==> config.mk <==
export PLATFORM = sky130hd
export DESIGN_NAME = scsp_top
export DESIGN_NICKNAME = d
export VERILOG_FILES = /design/src/scsp_pkg.sv /design/src/scsp_sync2.sv /design/src/scsp_top.sv
export VERILOG_INCLUDE_DIRS = /design/src
export SDC_FILE = /design/constraint.sdc
export NUM_CORES = 1
export LEC_CHECK = 0
export BUFFER_PORTS_ARGS = -buffer_cell sky130_fd_sc_hd__buf_4
export CAP_MARGIN = 20
export CORE_MARGIN = 4
export CORE_UTILIZATION = 25
export DETAILED_ROUTE_END_ITERATION = 6
export GPL_TIMING_DRIVEN = 0
export SETUP_SLACK_MARGIN = 0.2
export SLEW_MARGIN = 20
export SYNTH_ARGS = -nofsm -noshare
export SYNTH_HDL_FRONTEND = slang
export SYNTH_SLANG_ARGS = --single-unit
==> constraint.sdc <==
create_clock -name clk_in -period 2.4 [get_ports clk_in]
set_input_delay 0.6 -clock clk_in [delete_from_list [all_inputs] [get_ports clk_in]]
set_output_delay 0.6 -clock clk_in [all_outputs]
set_load 0.05 [all_outputs]
==> src/scsp_defs.svh <==
// constants for the switch control serial/parallel block
`ifndef SCSP_DEFS_SVH
`define SCSP_DEFS_SVH
`define SCSP_FRAME_BITS 16
`define SCSP_FRAME_MSB 15
`define SCSP_BIT_WR_EN 7
`define SCSP_BIT_FAULT_STATUS_BIT 6
`define SCSP_BIT_SLEEP 5
`define SCSP_BIT_FLT_DIS 4
`define SCSP_BIT_HVCMP_DIS 3
`define SCSP_BIT_PUMP_EN 1
`define SCSP_REG_RESET 8'h00
`define SCSP_HV_ALL_OFF 4'h0
`define SCSP_CLK_PERIOD_NS 50
`define SCSP_POR_VALID_NS 2500000
`define SCSP_POR_CYCLES (`SCSP_POR_VALID_NS / `SCSP_CLK_PERIOD_NS)
`define SCSP_POR_CNT_W 17
`endif

==> src/scsp_pkg.sv <==
// types shared by the switch control serial/parallel block
package scsp_pkg;
  typedef struct packed {
    logic sck;
    logic sdi;
    logic chip_select_n;
  } scsp_serial_t;

  typedef struct packed {
    logic [7:0] config_fault_register;
    logic [7:0] switch_output_register;
  } scsp_regs_t;

  typedef enum logic [1:0] {
    SCSP_ST_POR,
    SCSP_ST_RUN,
    SCSP_ST_SHUT
  } scsp_state_t;
endpackage

==> src/scsp_sync2.sv <==
// two flip-flop synchroniser for one asynchronous level
`timescale 1ns/1ps
module scsp_sync2 (
  input wire logic clk_in,
  input wire logic rst_n_in,
  input wire logic async_in,
  output logic sync_out
);
  logic meta;
  logic next_meta;
  logic next_sync;

  always_comb begin
    next_meta = async_in;
    next_sync = meta;
    if (!rst_n_in) begin
      next_meta = 1'b0;
      next_sync = 1'b0;
    end
  end

  always_ff @(posedge clk_in) begin
    meta <= next_meta;
    sync_out <= next_sync;
  end
endmodule

==> src/scsp_top.sv <==
// serial/parallel control logic of a high-voltage switch driver
// Behaviour
// mode low selects 16-bit serial interface, mode high selects parallel control.
// host keeps serial clock at or below 33 MHz.
// chip select idles high in serial mode, fourth control idles low in parallel.
// falling chip select drives outgoing word MSB onto serial output at once.
// serial input sampled on rising clock; clock idle while chip select high.
// next outgoing bit driven onto serial output at each falling clock.
// 16-bit shift register; previous word shifts out while new word shifts in.
// rising chip select loads registers only when write-enable bit is one.
// frame is write enable, seven control/status bits, then switch byte.
// switch bits 3..0 drive outputs D..A; upper bits written as zero.
// control bits: write enable, status, sleep, shutdown disable, comparator off, pump.
// serial mode ignores pump and shutdown pins, uses register bits.
// reset clears both registers to zero.
// daisy chain shifts 16 bits per device within one chip-select low.
// parallel mode with polarity low: controls 1..4 drive outputs A..D.
// host uses only the valid parallel codes.
// two under-voltage faults ORed; fault output pulled low while either present.
// hv comparator off by register bit in serial, by pump pin low in parallel.
// fault output stays released until both supplies passed enable thresholds.
// fault latches status bit until written zero; pin releases when fault clears.
// shutdown enabled: fault forces outputs low, stops pump until pump toggled.
// unfaulted supply still monitored; fault persists until both supplies good.
// host holds pump enable low at least 500 ns to restart.
// inputs treated invalid for 2.5 ms after supplies applied.
// more than 16 clocks: last 16 bits shifted in are acted on.
`timescale 1ns/1ps
// macros must exist before the parameter default below reads them
`include "scsp_defs.svh"
module scsp_top
  import scsp_pkg::*;
#(
  parameter int POR_CYCLES = `SCSP_POR_CYCLES
) (
  input wire logic clk_in,
  input wire logic rst_n_in,
  input wire logic mode_select_in,
  input wire logic polarity_in,
  input wire logic sck_ctrl1_in,
  input wire logic sdi_ctrl2_in,
  input wire logic sdo_ctrl3_in,
  input wire logic chip_select_n_in,
  input wire logic pump_enable_pin_in,
  input wire logic fault_shutdown_pin_in,
  input wire logic logic_uv_fault_in,
  input wire logic hv_uv_fault_in,
  input wire logic logic_supply_ready_in,
  input wire logic hv_supply_ready_in,
  output logic sdo_out,
  output logic sdo_oe_out,
  output logic fault_out_n_out,
  output logic fault_out_n_oe_out,
  output logic hv_output_a_out,
  output logic hv_output_b_out,
  output logic hv_output_c_out,
  output logic hv_output_d_out,
  output logic pump_run_out,
  output logic sleep_out,
  output logic hv_comparator_enable_out
);
  // every pin input except clock and reset passes two flops before use
  localparam int NSYNC = 12;
  logic [NSYNC-1:0] raw_pins;
  logic [NSYNC-1:0] pins;

  assign raw_pins = {mode_select_in, polarity_in, sck_ctrl1_in, sdi_ctrl2_in,
                     sdo_ctrl3_in, chip_select_n_in, pump_enable_pin_in,
                     fault_shutdown_pin_in, logic_uv_fault_in, hv_uv_fault_in,
                     logic_supply_ready_in, hv_supply_ready_in};

  genvar gi;
  generate
    for (gi = 0; gi < NSYNC; gi++) begin : g_sync
      scsp_sync2 u_sync (
        .clk_in(clk_in),
        .rst_n_in(rst_n_in),
        .async_in(raw_pins[gi]),
        .sync_out(pins[gi])
      );
    end
  endgenerate

  logic mode_par;
  logic polarity;
  logic parallel_ctrl_1;
  logic parallel_ctrl_2;
  logic parallel_ctrl_3;
  logic parallel_ctrl_4;
  logic pump_enable_pin;
  logic fault_shutdown_pin;
  logic logic_uv;
  logic hv_uv;
  logic logic_ready;
  logic hv_ready;
  scsp_serial_t ser;

  assign mode_par = pins[11];
  assign polarity = pins[10];
  assign parallel_ctrl_1 = pins[9];
  assign parallel_ctrl_2 = pins[8];
  assign parallel_ctrl_3 = pins[7];
  assign parallel_ctrl_4 = pins[6];
  assign pump_enable_pin = pins[5];
  assign fault_shutdown_pin = pins[4];
  assign logic_uv = pins[3];
  assign hv_uv = pins[2];
  assign logic_ready = pins[1];
  assign hv_ready = pins[0];
  assign ser.sck = pins[9];
  assign ser.sdi = pins[8];
  assign ser.chip_select_n = pins[6];

  // ---------------- serial engine state ----------------
  scsp_regs_t regs;
  scsp_regs_t next_regs;
  logic [`SCSP_FRAME_MSB:0] shreg;
  logic [`SCSP_FRAME_MSB:0] next_shreg;
  logic sck_q;
  logic next_sck_q;
  logic cs_n_q;
  logic next_cs_n_q;
  logic next_sdo;
  logic next_sdo_oe;

  // ---------------- fault / power state ----------------
  scsp_state_t state;
  scsp_state_t next_state;
  logic [`SCSP_POR_CNT_W-1:0] por_cnt;
  logic [`SCSP_POR_CNT_W-1:0] next_por_cnt;
  logic armed;
  logic next_armed;
  logic pump_low_seen;
  logic next_pump_low_seen;
  logic next_fault_n;
  logic next_fault_oe;
  logic [3:0] next_hv;
  logic next_pump_run;
  logic next_sleep;
  logic next_cmp_en;

  // effective controls, picked per mode
  logic serial_mode;
  logic eff_pump;
  logic eff_shutdown_dis;
  logic hv_cmp_on;
  logic fault_now;
  logic sck_rise;
  logic sck_fall;
  logic cs_fall;
  logic cs_rise;

  always_comb begin
    serial_mode = !mode_par;
    eff_pump = serial_mode ? regs.config_fault_register[`SCSP_BIT_PUMP_EN]
                           : pump_enable_pin;
    eff_shutdown_dis = serial_mode ? regs.config_fault_register[`SCSP_BIT_FLT_DIS]
                                   : fault_shutdown_pin;
    hv_cmp_on = serial_mode ? !regs.config_fault_register[`SCSP_BIT_HVCMP_DIS]
                            : pump_enable_pin;
    // armed only after both supplies passed enable thresholds
    fault_now = armed && (logic_uv || (hv_cmp_on && hv_uv));
    sck_rise = ser.sck && !sck_q;
    sck_fall = !ser.sck && sck_q;
    cs_fall = !ser.chip_select_n && cs_n_q;
    cs_rise = ser.chip_select_n && !cs_n_q;
  end

  // serial shift engine and register file
  always_comb begin
    next_regs = regs;
    next_shreg = shreg;
    next_sck_q = ser.sck;
    next_cs_n_q = ser.chip_select_n;
    next_sdo = sdo_out;
    next_sdo_oe = sdo_oe_out;
    if (serial_mode && state != SCSP_ST_POR) begin
      if (cs_fall) begin
        // capture the held word; its MSB goes out at once
        next_shreg = {regs.config_fault_register, regs.switch_output_register};
        next_sdo = regs.config_fault_register[`SCSP_BIT_WR_EN];
        next_sdo_oe = 1'b1;
      end else if (!ser.chip_select_n) begin
        if (sck_rise) begin
          // oldest bit falls off the top, so the last 16 bits win
          next_shreg = {shreg[`SCSP_FRAME_MSB-1:0], ser.sdi};
        end else if (sck_fall) begin
          next_sdo = shreg[`SCSP_FRAME_MSB];
        end
      end else begin
        next_sdo_oe = 1'b0;
      end
      if (cs_rise && shreg[`SCSP_FRAME_MSB]) begin
        // write-enable bit itself is not stored
        next_regs.config_fault_register = {1'b0, shreg[`SCSP_FRAME_MSB-1:8]};
        next_regs.switch_output_register = shreg[7:0];
      end
    end else begin
      next_sdo_oe = 1'b0;
    end
    // status bit: hardware set beats a software clear
    if (fault_now) begin
      next_regs.config_fault_register[`SCSP_BIT_FAULT_STATUS_BIT] = 1'b1;
    end
    if (!rst_n_in) begin
      next_regs = '{default: `SCSP_REG_RESET};
      next_shreg = '0;
      next_sck_q = 1'b0;
      next_cs_n_q = 1'b1;
      next_sdo = 1'b0;
      next_sdo_oe = 1'b0;
    end
  end

  always_ff @(posedge clk_in) begin
    regs <= next_regs;
    shreg <= next_shreg;
    sck_q <= next_sck_q;
    cs_n_q <= next_cs_n_q;
    sdo_out <= next_sdo;
    sdo_oe_out <= next_sdo_oe;
  end

  // power-up wait, fault supervision, output drive
  always_comb begin
    next_state = state;
    next_por_cnt = por_cnt;
    next_armed = armed;
    next_pump_low_seen = pump_low_seen;
    next_hv = `SCSP_HV_ALL_OFF;
    next_pump_run = 1'b0;
    next_fault_n = 1'b0;
    next_fault_oe = 1'b0;
    next_sleep = serial_mode && regs.config_fault_register[`SCSP_BIT_SLEEP];
    next_cmp_en = hv_cmp_on;
    if (logic_ready && hv_ready) begin
      next_armed = 1'b1;
    end
    unique case (state)
      SCSP_ST_POR: begin
        // serial and switch control inputs are not trusted until the power-on time has run out
        if (por_cnt == `SCSP_POR_CNT_W'(POR_CYCLES - 1)) begin
          next_state = SCSP_ST_RUN;
        end else begin
          next_por_cnt = por_cnt + 1'b1;
        end
      end
      SCSP_ST_RUN: begin
        if (serial_mode) begin
          next_hv = regs.switch_output_register[3:0];
        end else if (!polarity) begin
          next_hv = {parallel_ctrl_4, parallel_ctrl_3, parallel_ctrl_2,
                     parallel_ctrl_1};
        end
        next_pump_run = eff_pump;
        if (fault_now && !eff_shutdown_dis) begin
          next_state = SCSP_ST_SHUT;
          next_hv = `SCSP_HV_ALL_OFF;
          next_pump_run = 1'b0;
          next_pump_low_seen = 1'b0;
        end
      end
      SCSP_ST_SHUT: begin
        // restart needs pump enable seen low, then high, with fault gone
        if (!eff_pump) begin
          next_pump_low_seen = 1'b1;
        end else if (pump_low_seen && !fault_now) begin
          next_state = SCSP_ST_RUN;
        end
      end
    endcase
    if (fault_now) begin
      next_fault_oe = 1'b1;
    end
    if (!rst_n_in) begin
      next_state = SCSP_ST_POR;
      next_por_cnt = '0;
      next_armed = 1'b0;
      next_pump_low_seen = 1'b0;
      next_hv = `SCSP_HV_ALL_OFF;
      next_pump_run = 1'b0;
      next_fault_oe = 1'b0;
      next_sleep = 1'b0;
      next_cmp_en = 1'b0;
    end
  end

  always_ff @(posedge clk_in) begin
    state <= next_state;
    por_cnt <= next_por_cnt;
    armed <= next_armed;
    pump_low_seen <= next_pump_low_seen;
    {hv_output_d_out, hv_output_c_out, hv_output_b_out, hv_output_a_out} <= next_hv;
    pump_run_out <= next_pump_run;
    fault_out_n_out <= next_fault_n;
    fault_out_n_oe_out <= next_fault_oe;
    sleep_out <= next_sleep;
    hv_comparator_enable_out <= next_cmp_en;
  end
endmodule

==> results of run 1 <==
==> layer usage <==
layer,share of wire (%),GRT usage (%),vias to the layer above
li1,-,-,1235
met1,49,11.73,1130
met2,46,13.99,42
met3,3.4,1.801,6
met4,1.7,4.771,0
met5,0,0,-
==> cell type report <==
cell class	count	area (sq um)	area share [%]
sequential	88	1762	43.10
clock inverter	4	52.55	1.286
buffer	18	97.59	2.388
timing repair buffer	23	172.7	4.224
multi-input combinational	229	1500	36.70
clock buffer	12	256.5	6.275
inverter	7	26.28	0.6428
tap	176	220.2	5.387
==> logic make-up (layout without fill, tap and decap cells) <==
group	after synthesis	in the layout	share of synthesized area, %
muxes	34	34	10.09
xor gates and xnor gates	12	12	3.104
buffers and inverters	25	64	3.658
AOI/OAI and AO/OA	45	45	8.648
other	1	1	0.1108
and+or+nand+nor	136	136	21.99
DFF	88	88	52.03
adders and majority gates	1	1	0.3695
==> metrics by stage <==
stage          hold WS, ps  area [sq um]  instances  total power, W
3_5_place_dp         419.2          3779        541        0.001647
3_3_place_gp         414.1          3779        541        0.001643
4_1_cts              433.1          4088        557        0.003069
2_1_floorplan        411.9          3386        342        0.001604
6_report             430.6          4088        557        0.003026
5_1_grt              447.7          4088        557        0.003134
==> synth_stat cells (all sizes together) (2+ instances only) <==
cell type / count / area share [%]
or3: 2 / 0.37
buf: 9 / 1.9
nor2: 54 / 6.1
mux2i: 33 / 9.8
a211oi: 15 / 3.3
nor3: 5 / 0.89
xnor2: 3 / 0.78
nand4: 3 / 0.74
inv: 6 / 0.67
and4bb: 2 / 0.74
xor2: 9 / 2.3
and2: 26 / 4.8
nand2: 12 / 1.3
a21oi: 14 / 2.1
o2111ai: 3 / 0.78
nand2b: 4 / 0.74
o211ai: 3 / 0.67
dfxtp: 88 / 52
or2: 2 / 0.37
clkbuf: 9 / 1.0
nor2b: 8 / 1.5
o21ai: 7 / 1.1
nand3: 7 / 1.0
nor4: 5 / 1.8
nand3b: 2 / 0.44
==> path summary, 6_finish.rpt <==
kind | from | endpoint | slack (ps) | cells past startpoint
max | state[1] | regs[5] | 560 | 5
max reg2reg | state[1] | regs[5] | 560 | 5
min | g_sync[3].u_sync.meta | g_sync[3].u_sync.sync_out | 430 | 1
min reg2reg | g_sync[3].u_sync.meta | g_sync[3].u_sync.sync_out | 430 | 1
==> worst reg2reg max path, stage by stage, from the launching register on <==
cell and delay (ps):
dfxtp_1 430, nor2_2 140, nor4_4 610, buf_6 270
mux2i_1 210, nor2_1 50
==> state kept, by name, summed over array words and instances (netlist names) <==
name,cells
hv_output_c_out,1
hv_output_a_out,1
sck_q,1
armed,1
sdo_oe_out,1
por_cnt,17
hv_output_d_out,1
cs_n_q,1
hv_comparator_enable_out,1
pump_low_seen,1
regs,15
fault_out_n_oe_out,1
pump_run_out,1
sleep_out,1
g_sync.u_sync.sync_out,12
state,2
shreg,16
sdo_out,1
hv_output_b_out,1
g_sync.u_sync.meta,12
==> power groups by stage <==
| stage | combinational [W] | sequential (W) | clock (W) |
|---|---|---|---|
| final | 0.000112 | 0.00150 | 0.00141 |
| after global placement | 0.000112 | 0.00153 | 0 |
| after floorplan | 0.0000712 | 0.00153 | 0 |
| after detailed placement | 0.000114 | 0.00153 | 0 |
| after global routing | 0.000126 | 0.00150 | 0.00151 |
| after CTS | 0.000114 | 0.00150 | 0.00145 |
==> flow_summary.ini, run 1 <==
[clock_network]
cts_hold_buffers = 0
clockBufferDepth = 2
cts_tree = done
cts_setup_buffers = 0
cts_root_buffer = clkbuf_16
cts-resized-gates = 0
numClockSinks = 88
numCtsBuffers = 9
insertion_delay_ps = 340
h-tree-depth = 3
clk_pin_slew_ps = 60

[cells_and_area]
num-fill-cells = 1389
diodes = 0
post-route-util_pct = 30.87
drive_above_1_share_pct = 14.70
final_common_cell = dfxtp_1
area_growth_pct = 20.73
nNetsFinal = 391
layout_common_cells = 88 x dfxtp_1, 53 x nor2_1, 33 x mux2i_1

[sta]
post-route-period-util_pct = 76.57
worst_pin_slew_ps = 687.5
drv_slew = 0
slew_headroom_pct = 53.83
setup_viol = 0
setup_tns_ps = 0
hold_viol_final = 0
min_period_ps = 1838
grt_setup_unrepaired = no
max_freq_ghz = 0.5442
worst_slack_ps = 562.3
skew_ps = 9.283

[synth]
ys_seq_elements = 88
synth-edff-count = 0
synthCells = 342
async_reset_ff_share_pct = 0
seq_area_frac_synth_pct = 52.03
synth_area_per_cell_sq_um = 9.900
ys_types = 45
synthFlopType = dfxtp_1
synth_fp_nets = 357
synth-warning-count = 0
syn_area_sq_um = 3386

[floorplanning]
die_y_um = 124.4
dieArea_sq_um = 15470
placementRows = 42
die_w_um = 124.4
ioPinCount = 25
start_util_pct = 25.57
coreArea_sq_um = 13240

[pwr]
p_leak_nw = 1.469
p_sw_share_pct = 20.67
p_int_w = 0.002401
p_sw_w = 0.0006254
p_seq_share_pct = 49.6
power_density_nw_per_um2 = 740.2
comb_power_share_pct = 3.7
p_clk_share_pct = 46.7
ir_drop_mv = 0.5029

[global_routing]
grt-ovfl-total = 0
grt_start_max_net_pins = 15
track_usage_pct = 8.991
antenna_found_initial = 0
grt_pass1_vias = 2379
grt_first_pass_wirelength_mm = 11.43

[worst_setup_path]
cp_num_buf_inv = 1
worst-setup-path-type = reg2reg
crit_slowest_cell = nor4_4
cp_cell_sequence = nor2_2 > nor4_4 > buf_6 > mux2i_1 > nor2_1
cp-end-kind = register
crit_path_start_kind = register
critical-path-top-delay-family = simple AND/OR/NAND/NOR gates
required_ps = 2610
critical-path-max-stage-delay_ps = 610
arrival_ps = 2050
path_max_fanout = 10

[routing]
drc = 0
ant_nets = 0
avgRoutedWirePerCell_um = 11.97
vias = 2413
drt_iter0_markers = 158
routed_wl_mm = 6.667
drt_first_pass_iters = 4
vias_per_cell = 4.332

[placement]
place_ws_ps = 539.1
hpwl_mm = 4.661
place_congestion = 0.7997
place.port_buffers = 23

[run]
maxCapViolCount = 0

[status]
status = complete, no violations

[worst_hold_path]
hold_path_class = reg2reg
Power figures use the tool's default switching activity.
==> run 2, diff against run 1 <==
ABC_AREA = 1   (was unset)
clock period = 1.5 ns   (was 2.4 ns; I/O delays follow)
==> flow_summary.ini, run 2 <==
[placement]
hpwl_mm = 5.421
place_ws_ps = -221.3
place.port_buffers = 23
place_congestion = 0.8666
place_area_sq_um = 3974

[cells_and_area]
largest_register = por_cnt
top_regs = por_cnt x17, shreg x16, regs x15
final_common_cell = nand2_1
drive_above_1_share_pct = 31.87
diodes = 0
area.sequential_sq_um = 1783
largest_reg_flops = 17
multiInputGateArea_sq_um = 1759
post-route-util_pct = 36.08
layout_common_cells = 112 x nand2_1, 79 x dfxtp_1, 56 x inv_1
area_growth_pct = 41.45
nNetsFinal = 557
num-fill-cells = 1397
final_area_sq_um = 5009

[sta]
hold_viol_final = 0
min_period_ps = 1533
setup_viol = 7
grt_setup_unrepaired = yes
drv_slew = 0
worst_slack_ps = -33.20
max_freq_ghz = 0.6522
skew_ps = 8.070
post-route-period-util_pct = 102.2
worst_pin_slew_ps = 628.8
slew_headroom_pct = 58.08

[worst_setup_path]
arrival_ps = 1740
cp-end-kind = register
worst-setup-path-type = reg2reg
required_ps = 1700
path_max_fanout = 3
crit_path_start_kind = register

[routing]
vias_per_cell = 4.388
drt_iter0_markers = 238
ant_nets = 0
wl_met2_mm = 4.251
drc = 0
vias = 3186
routed_wl_mm = 8.851
drt_first_pass_iters = 4
m1WireLength_mm = 4.024
highest-signal-layer = met4
route.met3.wl_um = 384
avgRoutedWirePerCell_um = 12.19

[global_routing]
track_usage_pct = 10.32
grt-ovfl-total = 0
antenna_found_initial = 0
grt_first_pass_wirelength_mm = 13.57
grt_pass1_vias = 2985
grt_start_max_net_pins = 16

[synth]
yosysMostFrequentCell = nand2_1
ys_seq_elements = 88
synth-warning-count = 0
seq_area_frac_synth_pct = 49.75
synthTopCellsByArea = dfxtp_1 50%, nand2_1 13%, inv_1 6.0%
yosys-top-cells-count = 122 x nand2_1, 88 x dfxtp_1, 57 x inv_1
synth-edff-count = 0
synth_area_leader_cell = dfxtp_1
synthFlopType = dfxtp_1
async_reset_ff_share_pct = 0
synth_fp_nets = 490
synthCells = 475
synth_top_area_share_pct = 49.75
synth_area_per_cell_sq_um = 7.455
syn_area_sq_um = 3541
ys_types = 33

[floorplanning]
coreArea_sq_um = 13880
ioPinCount = 25
placementRows = 43
dieArea_sq_um = 16130
die_y_um = 127.0
start_util_pct = 25.51
die_w_um = 127.0

[worst_hold_path]
hold_path_class = in2reg

[clock_network]
h-tree-depth = 3
cts_root_buffer = clkbuf_16
clockBufferDepth = 2
cts_hold_buffers = 0
insertion_delay_ps = 340
cts_tree = done
numClockSinks = 88
clk_pin_slew_ps = 60
numCtsBuffers = 9

[pwr]
power_density_nw_per_um2 = 1393
ir_drop_mv = 0.6768
p_sw_share_pct = 31.29
p_leak_nw = 2.071
p_seq_share_pct = 39.6
p_sw_w = 0.002183
p_int_w = 0.004793
comb_power_share_pct = 31.0
p_clk_share_pct = 29.4

[run]
maxCapViolCount = 0

[status]
violations = setup timing
status = finished with violations
==> run 2: power by group through the flow <==
stage | sequential, W | clock [W] | combinational [W]
after floorplan | 0.00277 | 0 | 0.000810
after global placement | 0.00275 | 0 | 0.00109
after detailed placement | 0.00276 | 0 | 0.00111
after CTS | 0.00272 | 0.00211 | 0.00133
after global routing | 0.00278 | 0.00220 | 0.00233
final | 0.00276 | 0.00205 | 0.00216
==> run 2: area by class of cell <==
class                           count  area share [%]
Sequential cell                    88           35.60
Multi-Input combinational cell    307           35.12
Timing Repair Buffer               56           11.09
Inverter                           62           5.071
Clock buffer                        9           4.497
Tap cell                          180           4.497
Buffer                             18           3.223
Clock inverter                      6          0.8993
==> run 2: what timing repair did <==
item	CTS	global route
pin swaps	8	29
resized for setup	32	122
setup buffers	11	16
setup endpoints to repair	55	56
cloned	0	6
==> run 2: logic make-up (layout without fill, tap and decap cells) <==
| group | count (synthesis) | count (layout) | share of synthesized area [%] |
|---|---|---|---|
| simple gates | 215 | 215 | 25.65 |
| flops | 88 | 88 | 49.75 |
| compound gates | 83 | 83 | 12.83 |
| buf+inv | 80 | 151 | 9.576 |
| xor+xnor | 7 | 7 | 1.731 |
| fa+ha+maj | 1 | 1 | 0.3533 |
| other cells | 1 | 1 | 0.1059 |
==> run 2: worst max-delay path, stage by stage (launching register included) <==
cell and delay (ps):
dfxtp_4 360, ha_4 150, nand2_4 70, nor2_4 110, buf_4 110, buf_4 100, nand2_1 100, o21ai_0 200
nand2_1 90, nand2_2 60, a21oi_1 50
==> run 2: worst paths after layout <==
path / from / endpoint / slack [ps] / depth (start not counted)
max: por_cnt[0] / por_cnt[16] / -30 / 10
min: logic_uv_fault_in / g_sync[3].u_sync.meta / 210 / 3
max reg2reg: por_cnt[0] / por_cnt[16] / -30 / 10
min reg2reg: g_sync[11].u_sync.meta / g_sync[11].u_sync.sync_out / 410 / 2
==> run 2: metrics by stage <==
stage | total power, W | hold WS (ps) | std cells | TNS (ps)
floorplan | 0.003576 | 390.5 | 475 | 0
global placement | 0.003843 | 395.5 | 678 | -2471
detailed placement | 0.003873 | 395.9 | 678 | -3277
CTS | 0.006164 | 199.2 | 704 | 0
global route | 0.007314 | 200.3 | 726 | -1290
finish | 0.006977 | 212.4 | 726 | -123.8
==> run 2: layer usage <==
metal  global-route usage, %  vias up
met1                   12.65     1459
met3                   3.930       21
li1                        -     1631
met2                   16.44       75
met5                       0        -
met4                   3.975        0
==> run 3, diff against run 2 <==
REMOVE_ABC_BUFFERS = 1   (was unset)
==> flow_summary.ini, run 3 (synthesis results as in run 2) <==
[global_routing]
track_usage_pct = 10.03
grt_pass1_vias = 3050
grt-ovfl-total = 0
grt_first_pass_wirelength_mm = 13.50
antenna_found_initial = 0
grt_start_max_net_pins = 67

[worst_setup_path]
path_max_fanout = 15
critical-path-max-stage-delay_ps = 360
r2r_slack_ps = 30
critical-path-top-delay-family = simple AND/OR/NAND/NOR gates
worst-setup-path-type = reg2reg
cp_num_buf_inv = 1
required_ps = 1770
cp-end-kind = register
cp_cell_sequence = ha_4 > nand2_4 > nor2_4 > nand2_2 > nor2_4 > nand2_4 > nand2_8 > inv_6 > nand3_1 > nand2_1 > a21oi_1
crit_path_start_kind = register
crit_slowest_cell = dfxtp_2
arrival_ps = 1740

[cells_and_area]
drive_above_1_share_pct = 24.62
area_growth_pct = 32.30
top_regs = por_cnt x17, shreg x16, regs x15
fin_cells = 700
nNetsFinal = 530
largest_reg_flops = 17
diodes = 0
final_common_cell = nand2_1
largest_register = por_cnt
layout_common_cells = 116 x nand2_1, 78 x dfxtp_1, 55 x inv_1
num-fill-cells = 1422

[placement]
place_congestion = 0.8413
place.port_buffers = 23
hpwl_mm = 4.771
placed_cells = 660

[routing]
drc = 0
avgRoutedWirePerCell_um = 12.04
drt_first_pass_iters = 4
vias_per_cell = 4.510
routed_wl_mm = 8.429
drt_iter0_markers = 190
ant_nets = 0
vias = 3157

[floorplanning]
die_w_um = 127.0
dieArea_sq_um = 16130
start_util_pct = 25.51
die_y_um = 127.0
placementRows = 43
ioPinCount = 25
coreArea_sq_um = 13880

[sta]
drv_slew = 0
skew_ps = 6.532
max_freq_ghz = 0.6789
post-route-period-util_pct = 98.19
grt_setup_unrepaired = yes
hold_slack_ps = 214.3
min_period_ps = 1473
slew_headroom_pct = 58.34
worst_pin_slew_ps = 624.9
setup_viol = 0
hold_viol_final = 0

[clock_network]
clockBufferDepth = 2
h-tree-depth = 3
cts_tree = done
cts_root_buffer = clkbuf_16
insertion_delay_ps = 340
numClockSinks = 88
clk_pin_slew_ps = 60
cts_hold_buffers = 0
numCtsBuffers = 9

[worst_hold_path]
hold_path_class = in2reg

[pwr]
power_density_nw_per_um2 = 1461
p_leak_nw = 1.911
ir_drop_mv = 0.8560

[run]
maxCapViolCount = 0

[status]
status = complete, no violations
## run 3: report_power, final
part / internal [W] / switching [W] / leakage, nW
Clock: 0.00164 / 0.000940 / 0.163
Sequential: 0.00256 / 0.000165 / 0.722
Combinational: 0.000643 / 0.000900 / 1.03
## run 3: metrics by stage
stage / power [W] / TNS, ps / cell area, sq um / utilization, % / setup WS (ps)
2_1_floorplan: 0.003394 / 0 / 3438 / - / 1.653
3_3_place_gp: 0.003629 / -21280 / 3836 / 27.64 / -598.4
3_5_place_dp: 0.003674 / -23820 / 3836 / 27.64 / -661.4
4_1_cts: 0.006684 / -36.60 / 4478 / 32.26 / -14.29
5_1_grt: 0.007155 / -516.5 / 4684 / 33.75 / -110.4
6_report: 0.006846 / 0 / 4684 / 33.75 / 27.13
## run 3: layout make-up
cell class | count | area [sq um] | share of cell area (%)
clock buffer | 10 | 229.0 | 4.888
multi-input combinational | 309 | 1673 | 35.71
inverter | 62 | 250.2 | 5.342
clock inverter | 6 | 115.1 | 2.457
timing repair buffer | 45 | 410.4 | 8.761
tap | 180 | 225.2 | 4.808
sequential | 88 | 1782 | 38.03
## run 3: repair_timing
| action | 4_1_cts | 5_1_grt |
|---|---|---|
| gates cloned | 2 | 1 |
| buffers inserted | 18 | 3 |
| gates resized for setup | 37 | 46 |
| hold endpoints to repair | 0 | 0 |
| endpoints found under the setup margin | 61 | 62 |
| pin swaps | 15 | 15 |
## run 3: final timing paths
check,start,to,cells after the start
setup / recovery,por_cnt[1],por_cnt[3],11
hold reg to reg,g_sync[11].u_sync.meta,g_sync[11].u_sync.sync_out,2
hold / removal,sck_ctrl1_in,g_sync[9].u_sync.meta,3
setup reg to reg,por_cnt[1],por_cnt[3],11
## run 3: per-layer routing
metal	GRT usage (%)	vias up	wire length, um
met5	0	-	0
met4	3.091	0	111
met3	2.968	11	397
met2	17.28	77	4159
met1	12.04	1486	3761
li1	-	1583	-
## run 3: worst register-to-register path: cells and delay by family, from the launching register on
kind            cells  cell delay [ps]
flops               1              360
simple gates        8              700
fa+ha+maj           1              150
compound gates      1              130
buf+inv             1               70
